### config.mk
export PLATFORM = sky130hd
export DESIGN_NAME = prx_mac_rx
export DESIGN_NICKNAME = d
export VERILOG_FILES = /design/src/prx_pkg.sv /design/src/prx_mac_rx.sv /design/src/prx_fifo.sv
export SDC_FILE = /design/constraint.sdc
export NUM_CORES = 1
export LEC_CHECK = 0
export BUFFER_PORTS_ARGS = -buffer_cell sky130_fd_sc_hd__buf_2
export CAP_MARGIN = 10
export CORE_ASPECT_RATIO = 0.9
export CORE_MARGIN = 2
export CORE_UTILIZATION = 55
export CTS_BUF_LIST = sky130_fd_sc_hd__clkbuf_16
export DETAILED_ROUTE_END_ITERATION = 6
export PLACE_DENSITY = 0.76
export SLEW_MARGIN = 25
export SYNTH_ARGS = -nofsm -noshare
export SYNTH_HDL_FRONTEND = slang
export SYNTH_SLANG_ARGS = --single-unit
### constraint.sdc
create_clock -name core_clk_in -period 5.2 [get_ports core_clk_in]
set_input_delay 0.52 -clock core_clk_in [delete_from_list [all_inputs] [get_ports core_clk_in]]
set_output_delay 0.52 -clock core_clk_in [all_outputs]
set_load 0.02 [all_outputs]
### src/prx_pkg.sv
// Package with constants and carrier types for the PHY receive-side MAC interface
package prx_pkg;

  // ****************************************************************
  // Clock rates and derived cycle counts
  // ****************************************************************
  localparam int unsigned CORE_CLK_HZ   = 100_000_000;
  localparam int unsigned RXCLK_100_HZ  = 25_000_000;
  localparam int unsigned RXCLK_10_HZ   = 2_500_000;
  localparam int unsigned RMII_REF_HZ   = 50_000_000;
  localparam int unsigned RMII_10_RATIO = 10;

  localparam int unsigned CNT_W = 6;

  localparam logic [CNT_W-1:0] MII_HALF_100  = CNT_W'(CORE_CLK_HZ / (2 * RXCLK_100_HZ));
  localparam logic [CNT_W-1:0] MII_HALF_10   = CNT_W'(CORE_CLK_HZ / (2 * RXCLK_10_HZ));
  localparam logic [CNT_W-1:0] RMII_TICK_100 = CNT_W'(CORE_CLK_HZ / RMII_REF_HZ);
  localparam logic [CNT_W-1:0] RMII_TICK_10  = CNT_W'((CORE_CLK_HZ / RMII_REF_HZ) * RMII_10_RATIO);
  localparam logic [CNT_W-1:0] CNT_ZERO      = 6'h00;
  localparam logic [CNT_W-1:0] CNT_ONE       = 6'h01;

  // ****************************************************************
  // Receive path
  // ****************************************************************
  localparam int unsigned RX_FIFO_DEPTH = 8;
  localparam logic [3:0]  CORRUPT_MASK  = 4'hF;
  localparam logic [3:0]  NIBBLE_ZERO   = 4'h0;

  // ****************************************************************
  // Strap layout and reset values
  // ****************************************************************
  localparam int unsigned STRAP_W          = 8;
  localparam int unsigned STRAP_ADDR_UP_LO = 0;
  localparam int unsigned STRAP_RMII_POS   = 4;
  localparam int unsigned STRAP_XOVER_POS  = 5;
  localparam int unsigned STRAP_LEDCFG_POS = 6;
  localparam int unsigned STRAP_ADDR0_POS  = 7;
  localparam logic [4:0]  PHY_ADDR_DFLT    = 5'h01;
  localparam logic [STRAP_W-1:0] SYNC_RST  = 8'h00;

  typedef struct packed {
    logic [3:0] nibble;
    logic       err;
  } prx_word_t;

  typedef struct packed {
    logic [4:0] phy_addr;
    logic       rmii_sel;
    logic       auto_crossover_strap;
    logic       indicator_config_strap;
  } prx_strap_t;

  localparam prx_strap_t STRAP_RST = '{phy_addr: PHY_ADDR_DFLT, rmii_sel: 1'b0,
                                       auto_crossover_strap: 1'b1, indicator_config_strap: 1'b1};

endpackage

### src/prx_mac_rx.sv
// Receive-side MII/RMII pin driver with reset-time strap capture
`timescale 1ns/1ps
module prx_mac_rx
  import prx_pkg::*;
(
  input  wire logic       core_clk_in,
  input  wire logic       sys_rst_in,
  input  wire logic [3:0] sym_nibble_in,
  input  wire logic       sym_err_in,
  input  wire logic       sym_valid_in,
  output logic            sym_ready_out,
  input  wire logic       rx_medium_active_in,
  input  wire logic       tx_medium_active_in,
  input  wire logic       speed_100_in,
  input  wire logic       full_duplex_in,
  input  wire logic       crossover_swap_in,
  input  wire logic [3:0] rxd_in,
  output logic      [3:0] rxd_out,
  output logic            rxd_oe_out,
  input  wire logic       rx_dv_in,
  output logic            rx_dv_out,
  output logic            rx_dv_oe_out,
  input  wire logic       rx_er_in,
  output logic            rx_er_out,
  output logic            rx_er_oe_out,
  input  wire logic       crs_in,
  output logic            crs_out,
  output logic            crs_oe_out,
  input  wire logic       col_in,
  output logic            col_out,
  output logic            col_oe_out,
  output logic            rx_clk_out,
  output logic            pair_speed_100_out,
  output logic            pair_swap_out,
  output logic [4:0]      phy_addr_out,
  output logic            rmii_mode_out,
  output logic            indicator_config_strap_out
);

  // ****************************************************************
  // Strap pin synchronisers
  // ****************************************************************
  logic [STRAP_W-1:0] strap_sync1_ff;
  logic [STRAP_W-1:0] strap_sync2_ff;
  logic [STRAP_W-1:0] strap_pins;

  assign strap_pins = {col_in, crs_in, rx_er_in, rx_dv_in, rxd_in};

  // Pins are only read while reset is high; the drivers are off from the first reset edge on
  always_ff @(posedge core_clk_in) begin
    if (sys_rst_in) begin
      strap_sync1_ff <= strap_pins;
    end else begin
      strap_sync1_ff <= SYNC_RST;
    end
  end

  always_ff @(posedge core_clk_in) begin
    if (sys_rst_in) begin
      strap_sync2_ff <= strap_sync1_ff;
    end else begin
      strap_sync2_ff <= SYNC_RST;
    end
  end

  // ****************************************************************
  // Strap capture
  // ****************************************************************
  prx_strap_t strap_ff;
  prx_strap_t nxt_strap;

  always_comb begin
    nxt_strap.phy_addr               = {strap_sync2_ff[STRAP_ADDR_UP_LO +: 4],
                                        strap_sync2_ff[STRAP_ADDR0_POS]};
    nxt_strap.rmii_sel               = strap_sync2_ff[STRAP_RMII_POS];
    nxt_strap.auto_crossover_strap   = strap_sync2_ff[STRAP_XOVER_POS];
    nxt_strap.indicator_config_strap = strap_sync2_ff[STRAP_LEDCFG_POS];
  end

  logic rst_seen_ff;

  always_ff @(posedge core_clk_in) begin
    if (sys_rst_in) begin
      rst_seen_ff <= 1'b1;
    end else begin
      rst_seen_ff <= 1'b0;
    end
  end

  // Sampled on every reset cycle after the first; the first loads STRAP_RST, address 0x01
  // Reset must span four edges: the first still sees driven pin levels
  always_ff @(posedge core_clk_in) begin
    if (sys_rst_in && rst_seen_ff) begin
      strap_ff <= nxt_strap;
    end else if (sys_rst_in) begin
      strap_ff <= STRAP_RST;
    end
  end

  assign phy_addr_out               = strap_ff.phy_addr;
  assign rmii_mode_out              = strap_ff.rmii_sel;
  assign indicator_config_strap_out = strap_ff.indicator_config_strap;

  // ****************************************************************
  // Pin drive enables
  // ****************************************************************
  logic drive_ff;

  // Off in reset so only the pulls set the strap levels
  always_ff @(posedge core_clk_in) begin
    if (sys_rst_in) begin
      drive_ff <= 1'b0;
    end else begin
      drive_ff <= 1'b1;
    end
  end

  assign rxd_oe_out   = drive_ff;
  assign rx_dv_oe_out = drive_ff;
  assign rx_er_oe_out = drive_ff;
  assign crs_oe_out   = drive_ff;
  assign col_oe_out   = drive_ff;

  // ****************************************************************
  // Cable pair configuration
  // ****************************************************************
  always_ff @(posedge core_clk_in) begin
    if (sys_rst_in) begin
      pair_speed_100_out <= 1'b0;
    end else begin
      pair_speed_100_out <= speed_100_in;
    end
  end

  // Swap honoured only when the crossover strap allows it
  always_ff @(posedge core_clk_in) begin
    if (sys_rst_in) begin
      pair_swap_out <= 1'b0;
    end else begin
      pair_swap_out <= strap_ff.auto_crossover_strap && crossover_swap_in;
    end
  end

  // ****************************************************************
  // Receive clock and output tick
  // ****************************************************************
  logic [CNT_W-1:0] period;
  logic [CNT_W-1:0] half;
  logic [CNT_W-1:0] tick_cnt_ff;
  logic [CNT_W-1:0] nxt_tick_cnt;
  logic             tick;
  logic             nxt_rx_clk;

  always_comb begin
    half = speed_100_in ? MII_HALF_100 : MII_HALF_10;
    if (strap_ff.rmii_sel) begin
      period = speed_100_in ? RMII_TICK_100 : RMII_TICK_10;
    end else begin
      period = CNT_W'({half, 1'b0});
    end
  end

  assign tick = (tick_cnt_ff == (strap_ff.rmii_sel ? (period - CNT_ONE) : (half - CNT_ONE)));

  // Wraps at or beyond the end so a speed change never strands it above the period
  always_comb begin
    if (tick_cnt_ff >= (period - CNT_ONE)) begin
      nxt_tick_cnt = CNT_ZERO;
    end else begin
      nxt_tick_cnt = tick_cnt_ff + CNT_ONE;
    end
  end

  always_ff @(posedge core_clk_in) begin
    if (sys_rst_in) begin
      tick_cnt_ff <= CNT_ZERO;
    end else begin
      tick_cnt_ff <= nxt_tick_cnt;
    end
  end

  // High for the first half period, low for the second; data changes on the fall
  always_comb begin
    if (strap_ff.rmii_sel || !drive_ff) begin
      nxt_rx_clk = 1'b0;
    end else if (tick_cnt_ff >= (period - CNT_ONE)) begin
      nxt_rx_clk = 1'b1;
    end else if (tick) begin
      nxt_rx_clk = 1'b0;
    end else begin
      nxt_rx_clk = rx_clk_out;
    end
  end

  always_ff @(posedge core_clk_in) begin
    if (sys_rst_in) begin
      rx_clk_out <= 1'b0;
    end else begin
      rx_clk_out <= nxt_rx_clk;
    end
  end

  // ****************************************************************
  // Receive FIFO
  // ****************************************************************
  prx_word_t fifo_wr;
  prx_word_t fifo_rd;
  logic      fifo_rd_valid;
  logic      fifo_rd_ready;
  logic      dibit_hi_ff;

  assign fifo_wr = '{nibble: sym_nibble_in, err: sym_err_in};

  prx_fifo #(
    .WIDTH ($bits(prx_word_t)),
    .DEPTH (RX_FIFO_DEPTH)
  ) u_fifo (
    .core_clk_in  (core_clk_in),
    .sys_rst_in   (sys_rst_in),
    .wr_data_in   (fifo_wr),
    .wr_valid_in  (sym_valid_in),
    .wr_ready_out (sym_ready_out),
    .rd_data_out  (fifo_rd),
    .rd_valid_out (fifo_rd_valid),
    .rd_ready_in  (fifo_rd_ready)
  );

  // Nibble leaves the FIFO once fully shifted out: MII every tick, RMII on the high dibit tick
  assign fifo_rd_ready = tick && drive_ff && (!strap_ff.rmii_sel || dibit_hi_ff);

  // ****************************************************************
  // Receive data, valid and error
  // ****************************************************************
  logic [3:0] out_nibble;
  logic       out_step;
  logic [3:0] nxt_rxd;
  logic       nxt_rx_dv;
  logic       nxt_rx_er;
  logic       nxt_dibit_hi;

  assign out_nibble = fifo_rd.err ? (fifo_rd.nibble ^ CORRUPT_MASK) : fifo_rd.nibble;
  assign out_step   = tick && drive_ff;

  // Pins move only on the receive clock fall or the reference tick
  always_comb begin
    nxt_rxd      = rxd_out;
    nxt_rx_dv    = rx_dv_out;
    nxt_rx_er    = rx_er_out;
    nxt_dibit_hi = dibit_hi_ff;
    if (out_step && !strap_ff.rmii_sel) begin
      nxt_rxd   = fifo_rd_valid ? out_nibble : NIBBLE_ZERO;
      nxt_rx_dv = fifo_rd_valid;
      nxt_rx_er = fifo_rd_valid && fifo_rd.err;
    end else if (out_step && dibit_hi_ff) begin
      // RMII high dibit; the nibble leaves the FIFO on this tick
      nxt_rxd      = {2'h0, out_nibble[3:2]};
      nxt_rx_dv    = 1'b1;
      nxt_rx_er    = fifo_rd.err;
      nxt_dibit_hi = 1'b0;
    end else if (out_step) begin
      // RMII low dibit goes first
      nxt_rxd      = fifo_rd_valid ? {2'h0, out_nibble[1:0]} : NIBBLE_ZERO;
      nxt_rx_dv    = fifo_rd_valid;
      nxt_rx_er    = fifo_rd_valid && fifo_rd.err;
      nxt_dibit_hi = fifo_rd_valid;
    end
  end

  always_ff @(posedge core_clk_in) begin
    if (sys_rst_in) begin
      rxd_out <= NIBBLE_ZERO;
    end else begin
      rxd_out <= nxt_rxd;
    end
  end

  always_ff @(posedge core_clk_in) begin
    if (sys_rst_in) begin
      rx_dv_out <= 1'b0;
    end else begin
      rx_dv_out <= nxt_rx_dv;
    end
  end

  always_ff @(posedge core_clk_in) begin
    if (sys_rst_in) begin
      rx_er_out <= 1'b0;
    end else begin
      rx_er_out <= nxt_rx_er;
    end
  end

  always_ff @(posedge core_clk_in) begin
    if (sys_rst_in) begin
      dibit_hi_ff <= 1'b0;
    end else begin
      dibit_hi_ff <= nxt_dibit_hi;
    end
  end

  // ****************************************************************
  // Carrier sense and collision
  // ****************************************************************
  // Merged carrier holds while the last dibit still stands
  always_ff @(posedge core_clk_in) begin
    if (sys_rst_in) begin
      crs_out <= 1'b0;
    end else if (strap_ff.rmii_sel) begin
      crs_out <= rx_medium_active_in || fifo_rd_valid || dibit_hi_ff || nxt_rx_dv;
    end else begin
      crs_out <= rx_medium_active_in;
    end
  end

  always_ff @(posedge core_clk_in) begin
    if (sys_rst_in) begin
      col_out <= 1'b0;
    end else if (strap_ff.rmii_sel) begin
      col_out <= 1'b0;
    end else begin
      col_out <= !full_duplex_in && tx_medium_active_in && rx_medium_active_in;
    end
  end

endmodule

### src/prx_fifo.sv
// Small synchronous FIFO with valid/ready on both sides
`timescale 1ns/1ps
module prx_fifo #(
  parameter int unsigned WIDTH = 5,
  parameter int unsigned DEPTH = 8
) (
  input  wire logic             core_clk_in,
  input  wire logic             sys_rst_in,
  input  wire logic [WIDTH-1:0] wr_data_in,
  input  wire logic             wr_valid_in,
  output logic                  wr_ready_out,
  output logic      [WIDTH-1:0] rd_data_out,
  output logic                  rd_valid_out,
  input  wire logic             rd_ready_in
);

  localparam int unsigned AW = $clog2(DEPTH);

  logic [WIDTH-1:0] mem_ff [DEPTH];
  logic [AW-1:0]    wr_ptr_ff;
  logic [AW-1:0]    rd_ptr_ff;
  logic [AW:0]      count_ff;
  logic             do_wr;
  logic             do_rd;

  assign wr_ready_out = (count_ff != (AW+1)'(DEPTH));
  assign rd_valid_out = (count_ff != '0);
  assign rd_data_out  = mem_ff[rd_ptr_ff];
  assign do_wr        = wr_valid_in && wr_ready_out;
  assign do_rd        = rd_ready_in && rd_valid_out;

  always_ff @(posedge core_clk_in) begin
    if (do_wr) begin
      mem_ff[wr_ptr_ff] <= wr_data_in;
    end
  end

  always_ff @(posedge core_clk_in) begin
    if (sys_rst_in) begin
      wr_ptr_ff <= '0;
      rd_ptr_ff <= '0;
      count_ff  <= '0;
    end else begin
      if (do_wr) begin
        wr_ptr_ff <= (wr_ptr_ff == AW'(DEPTH - 1)) ? '0 : wr_ptr_ff + 1'b1;
      end
      if (do_rd) begin
        rd_ptr_ff <= (rd_ptr_ff == AW'(DEPTH - 1)) ? '0 : rd_ptr_ff + 1'b1;
      end
      case ({do_wr, do_rd})
        2'b10: begin
          count_ff <= count_ff + 1'b1;
        end
        2'b01: begin
          count_ff <= count_ff - 1'b1;
        end
        default: begin
          count_ff <= count_ff;
        end
      endcase
    end
  end

endmodule

==> impl_metrics.toml <==
[pwr]
power_per_cell_area_mw_per_mm2 = 366.6
leakage_nw = 1.761
peakVddDrop_mv = 0.1874

[clock_network]
clockBufferDepth = 2
cts.repair_timing.setup_buffer_count = 0
clkSlewWorstSetupHoldPaths_ns = 0.07
clk-insertion-delay-late_ns = 0.34
postCtsHoldBufs = 0
tritoncts = "yes"
htree_levels = 3
postCtsResizedCells = 0
clock_tree.root_cell = "clkbuf_16"
cts_made_buffers = 9
number_of_sinks_on_the_clock_net = 97

[floorplanning]
effective_utilization_at_floorplan = 0.5609
die_h_um = 83.96
floorplan.core_area_mm2 = 0.006967
dieWidth_um = 92.85
io_pins = 45
fp.dieArea_mm2 = 0.007795
placementRows = 29

[synthesis]
total_of_flip_flops_plus_latches_after_synthesis = 97
post_synth_inst_count = 297
syn_area_per_cell_um2 = 13.16
synth.distinct_cells = 47
netlist.top_cell.by_area = "edfxtp_1"
edff_count_synth = 48
syn_area_mm2 = 0.003907
post_synth_main_area_contributors = "edfxtp_1 37%, dfxtp_1 25%, mux4_2 4.6%"
postSynth.topFlopCell = "dfxtp_1"
seq_area_frac_synth = 0.6199
syn-num-nets = 331
synth.top_cell.area_share = 0.3689
synth-async-reset-ratio = 0
synth-warning-count = 0

[sta]
timing.final.hold_violations = 0
max_slew_margin = 0.3588
layout_setup_ws_ns = 2.070
max_slew.worst_pin.slew_ns = 0.9575
max_clock_freq_mhz = 319.5
worst_clock_skew_ns = 0.006902
setup_repair_after_global_routing_missed_its_margin = "false"
setup_total_negative_slack_ns = 0
final.period_utilization = 0.6019
finalSetupViolCount = 0
period_minus_ws_final_ns = 3.130
finalMaxSlewViolations = 0

[flow_run]
cap_viol_max_count = 0

[route]
drt_drc_violations_left = 0
drt_first_pass_iters = 5
route.detailed.vias_per_inst = 5.168
drt-initial-drc-count = 93
postRouteAntennaNets = 0
route.detailed.wl_per_inst_um = 14.84
detail_route.wirelength_mm = 6.365
vias = 2217

[global_routing]
grt_start_max_net_pins = 53
grt_overflow_total = 0
antenna_found_initial = 0
grt_pass1_wl_mm = 10.37
first_global_vias = 2085
global_route.usage.total = 0.1765

[critical_path]
critPathMaxFanout = 13
type_of_origin_of_the_critical_path = "register"
worst_ep_required_time_ns = 5.46
timing.critical_path.buf_inv = 0
cp.arrival_ns = 3.39
critPathMaxStageDelay_ns = 0.55
setup.reg_to_reg.worst_slack_ns = 2.07
worstSetupPathType = "register to register"
crit_path_top_delay_cell = "nor3_2"
setup.worst_path.end_class = "register"
critical-path-top-delay-family = "simple AND/OR/NAND/NOR gates"
crit_chain = "nor4b_1, o211ai_1, nor3_2, ha_1, xor2_1, ha_1, a21oi_1, xor2_1, or3_1, a21oi_1"

[place]
pre_cts_slack_ns = 2.009
port_buffers = 44
dpl.hpwl_mm = 4.238
finalWeightedCongestion = 0.8316

[final_layout]
layout_common_cells = "49 x dfxtp_1, 48 x edfxtp_1, 44 x buf_2"
area.growth.synth_to_final_pct = 13.74
finish.net_count = 365
layout_commonest_cell = "dfxtp_1"
fillCellCount = 539
drive_above_1_share = 0.2351
diodes = 0

[status]
run_status = "finished clean"

[min_path]
hold_path.class = "input port to register"
## where the power goes
group	internal [W]	switching, W
combinational	0.0000479	0.0000632
clock	0.000388	0.000284
sequential	0.000827	0.0000180
total	0.00126	0.000366
## cell type report
class                      count  area, µm²  area share
tap                           93      116.4     0.02618
clock buffer                  11      275.3     0.06194
multi-input combinational    175       1353      0.3043
inverter                       4      15.01    0.003378
timing repair buffer          44      220.2     0.04955
sequential                    97       2422      0.5450
clock inverter                 5      42.54    0.009572
## worst paths after layout
kind,start,endpoint,cells after the start
max,tick_cnt_ff[2],u_fifo.count_ff[2],10
min,full_duplex_in,col_out,2
max reg2reg,tick_cnt_ff[2],u_fifo.count_ff[2],10
min reg2reg,strap_sync1_ff[2],strap_sync2_ff[2],1
## per-layer routing
metal,wire [µm],share of wire,global-route usage
met1,3158,0.50,0.2474
met4,69,0.011,0.06283
met5,0,0,0
met3,231,0.036,0.05601
met2,2906,0.46,0.2609
## cell families after synthesis
group / after synthesis / synth area share
mux: 19 / 0.08389
xor+xnor: 11 / 0.02466
flops: 97 / 0.6199
buf+inv: 25 / 0.03682
other cells: 1 / 0.0009597
compound gates: 32 / 0.05412
fa+ha+maj: 13 / 0.04163
simple gates: 99 / 0.1380
## synth_stat cells (all sizes together) (2+ instances only)
master,n
dfxtp,49
edfxtp,48
nor2,29
and2,19
a21oi,13
ha,13
buf,11
clkbuf,10
mux4,10
nand2,9
mux2i,8
and3,7
nor3,7
xor2,6
nand2b,5
nand3,5
xnor2,5
a21o,4
a22oi,4
inv,4
or2,4
nor2b,3
o21ai,3
nand4b,2
nor3b,2
nor4,2
or3,2
## per-stage QoR
step / util / instances / power [W] / hold slack [ns] / cell area (µm²)
6_report: 0.6379 / 429 / 0.001629 / 0.3411 / 4444
3_3_place_gp: 0.5907 / 413 / 0.0009685 / 0.4136 / 4115
5_1_grt: 0.6379 / 429 / 0.001688 / 0.3387 / 4444
2_1_floorplan: - / 297 / 0.0009410 / 0.4119 / 3908
3_5_place_dp: 0.5916 / 413 / 0.0009726 / 0.4191 / 4121
4_1_cts: 0.6372 / 429 / 0.001643 / 0.3305 / 4439
## registers in the layout, summed over array words and instances, names as in the netlist, 3 cells and up, named ones only
name,cells
phy_addr_out,5
rxd_out,4
strap_sync1_ff,8
strap_sync2_ff,8
tick_cnt_ff,6
u_fifo.count_ff,4
u_fifo.mem_ff,40
u_fifo.rd_ptr_ff,3
u_fifo.wr_ptr_ff,3
No activity file was read; power rests on OpenSTA's default activity.
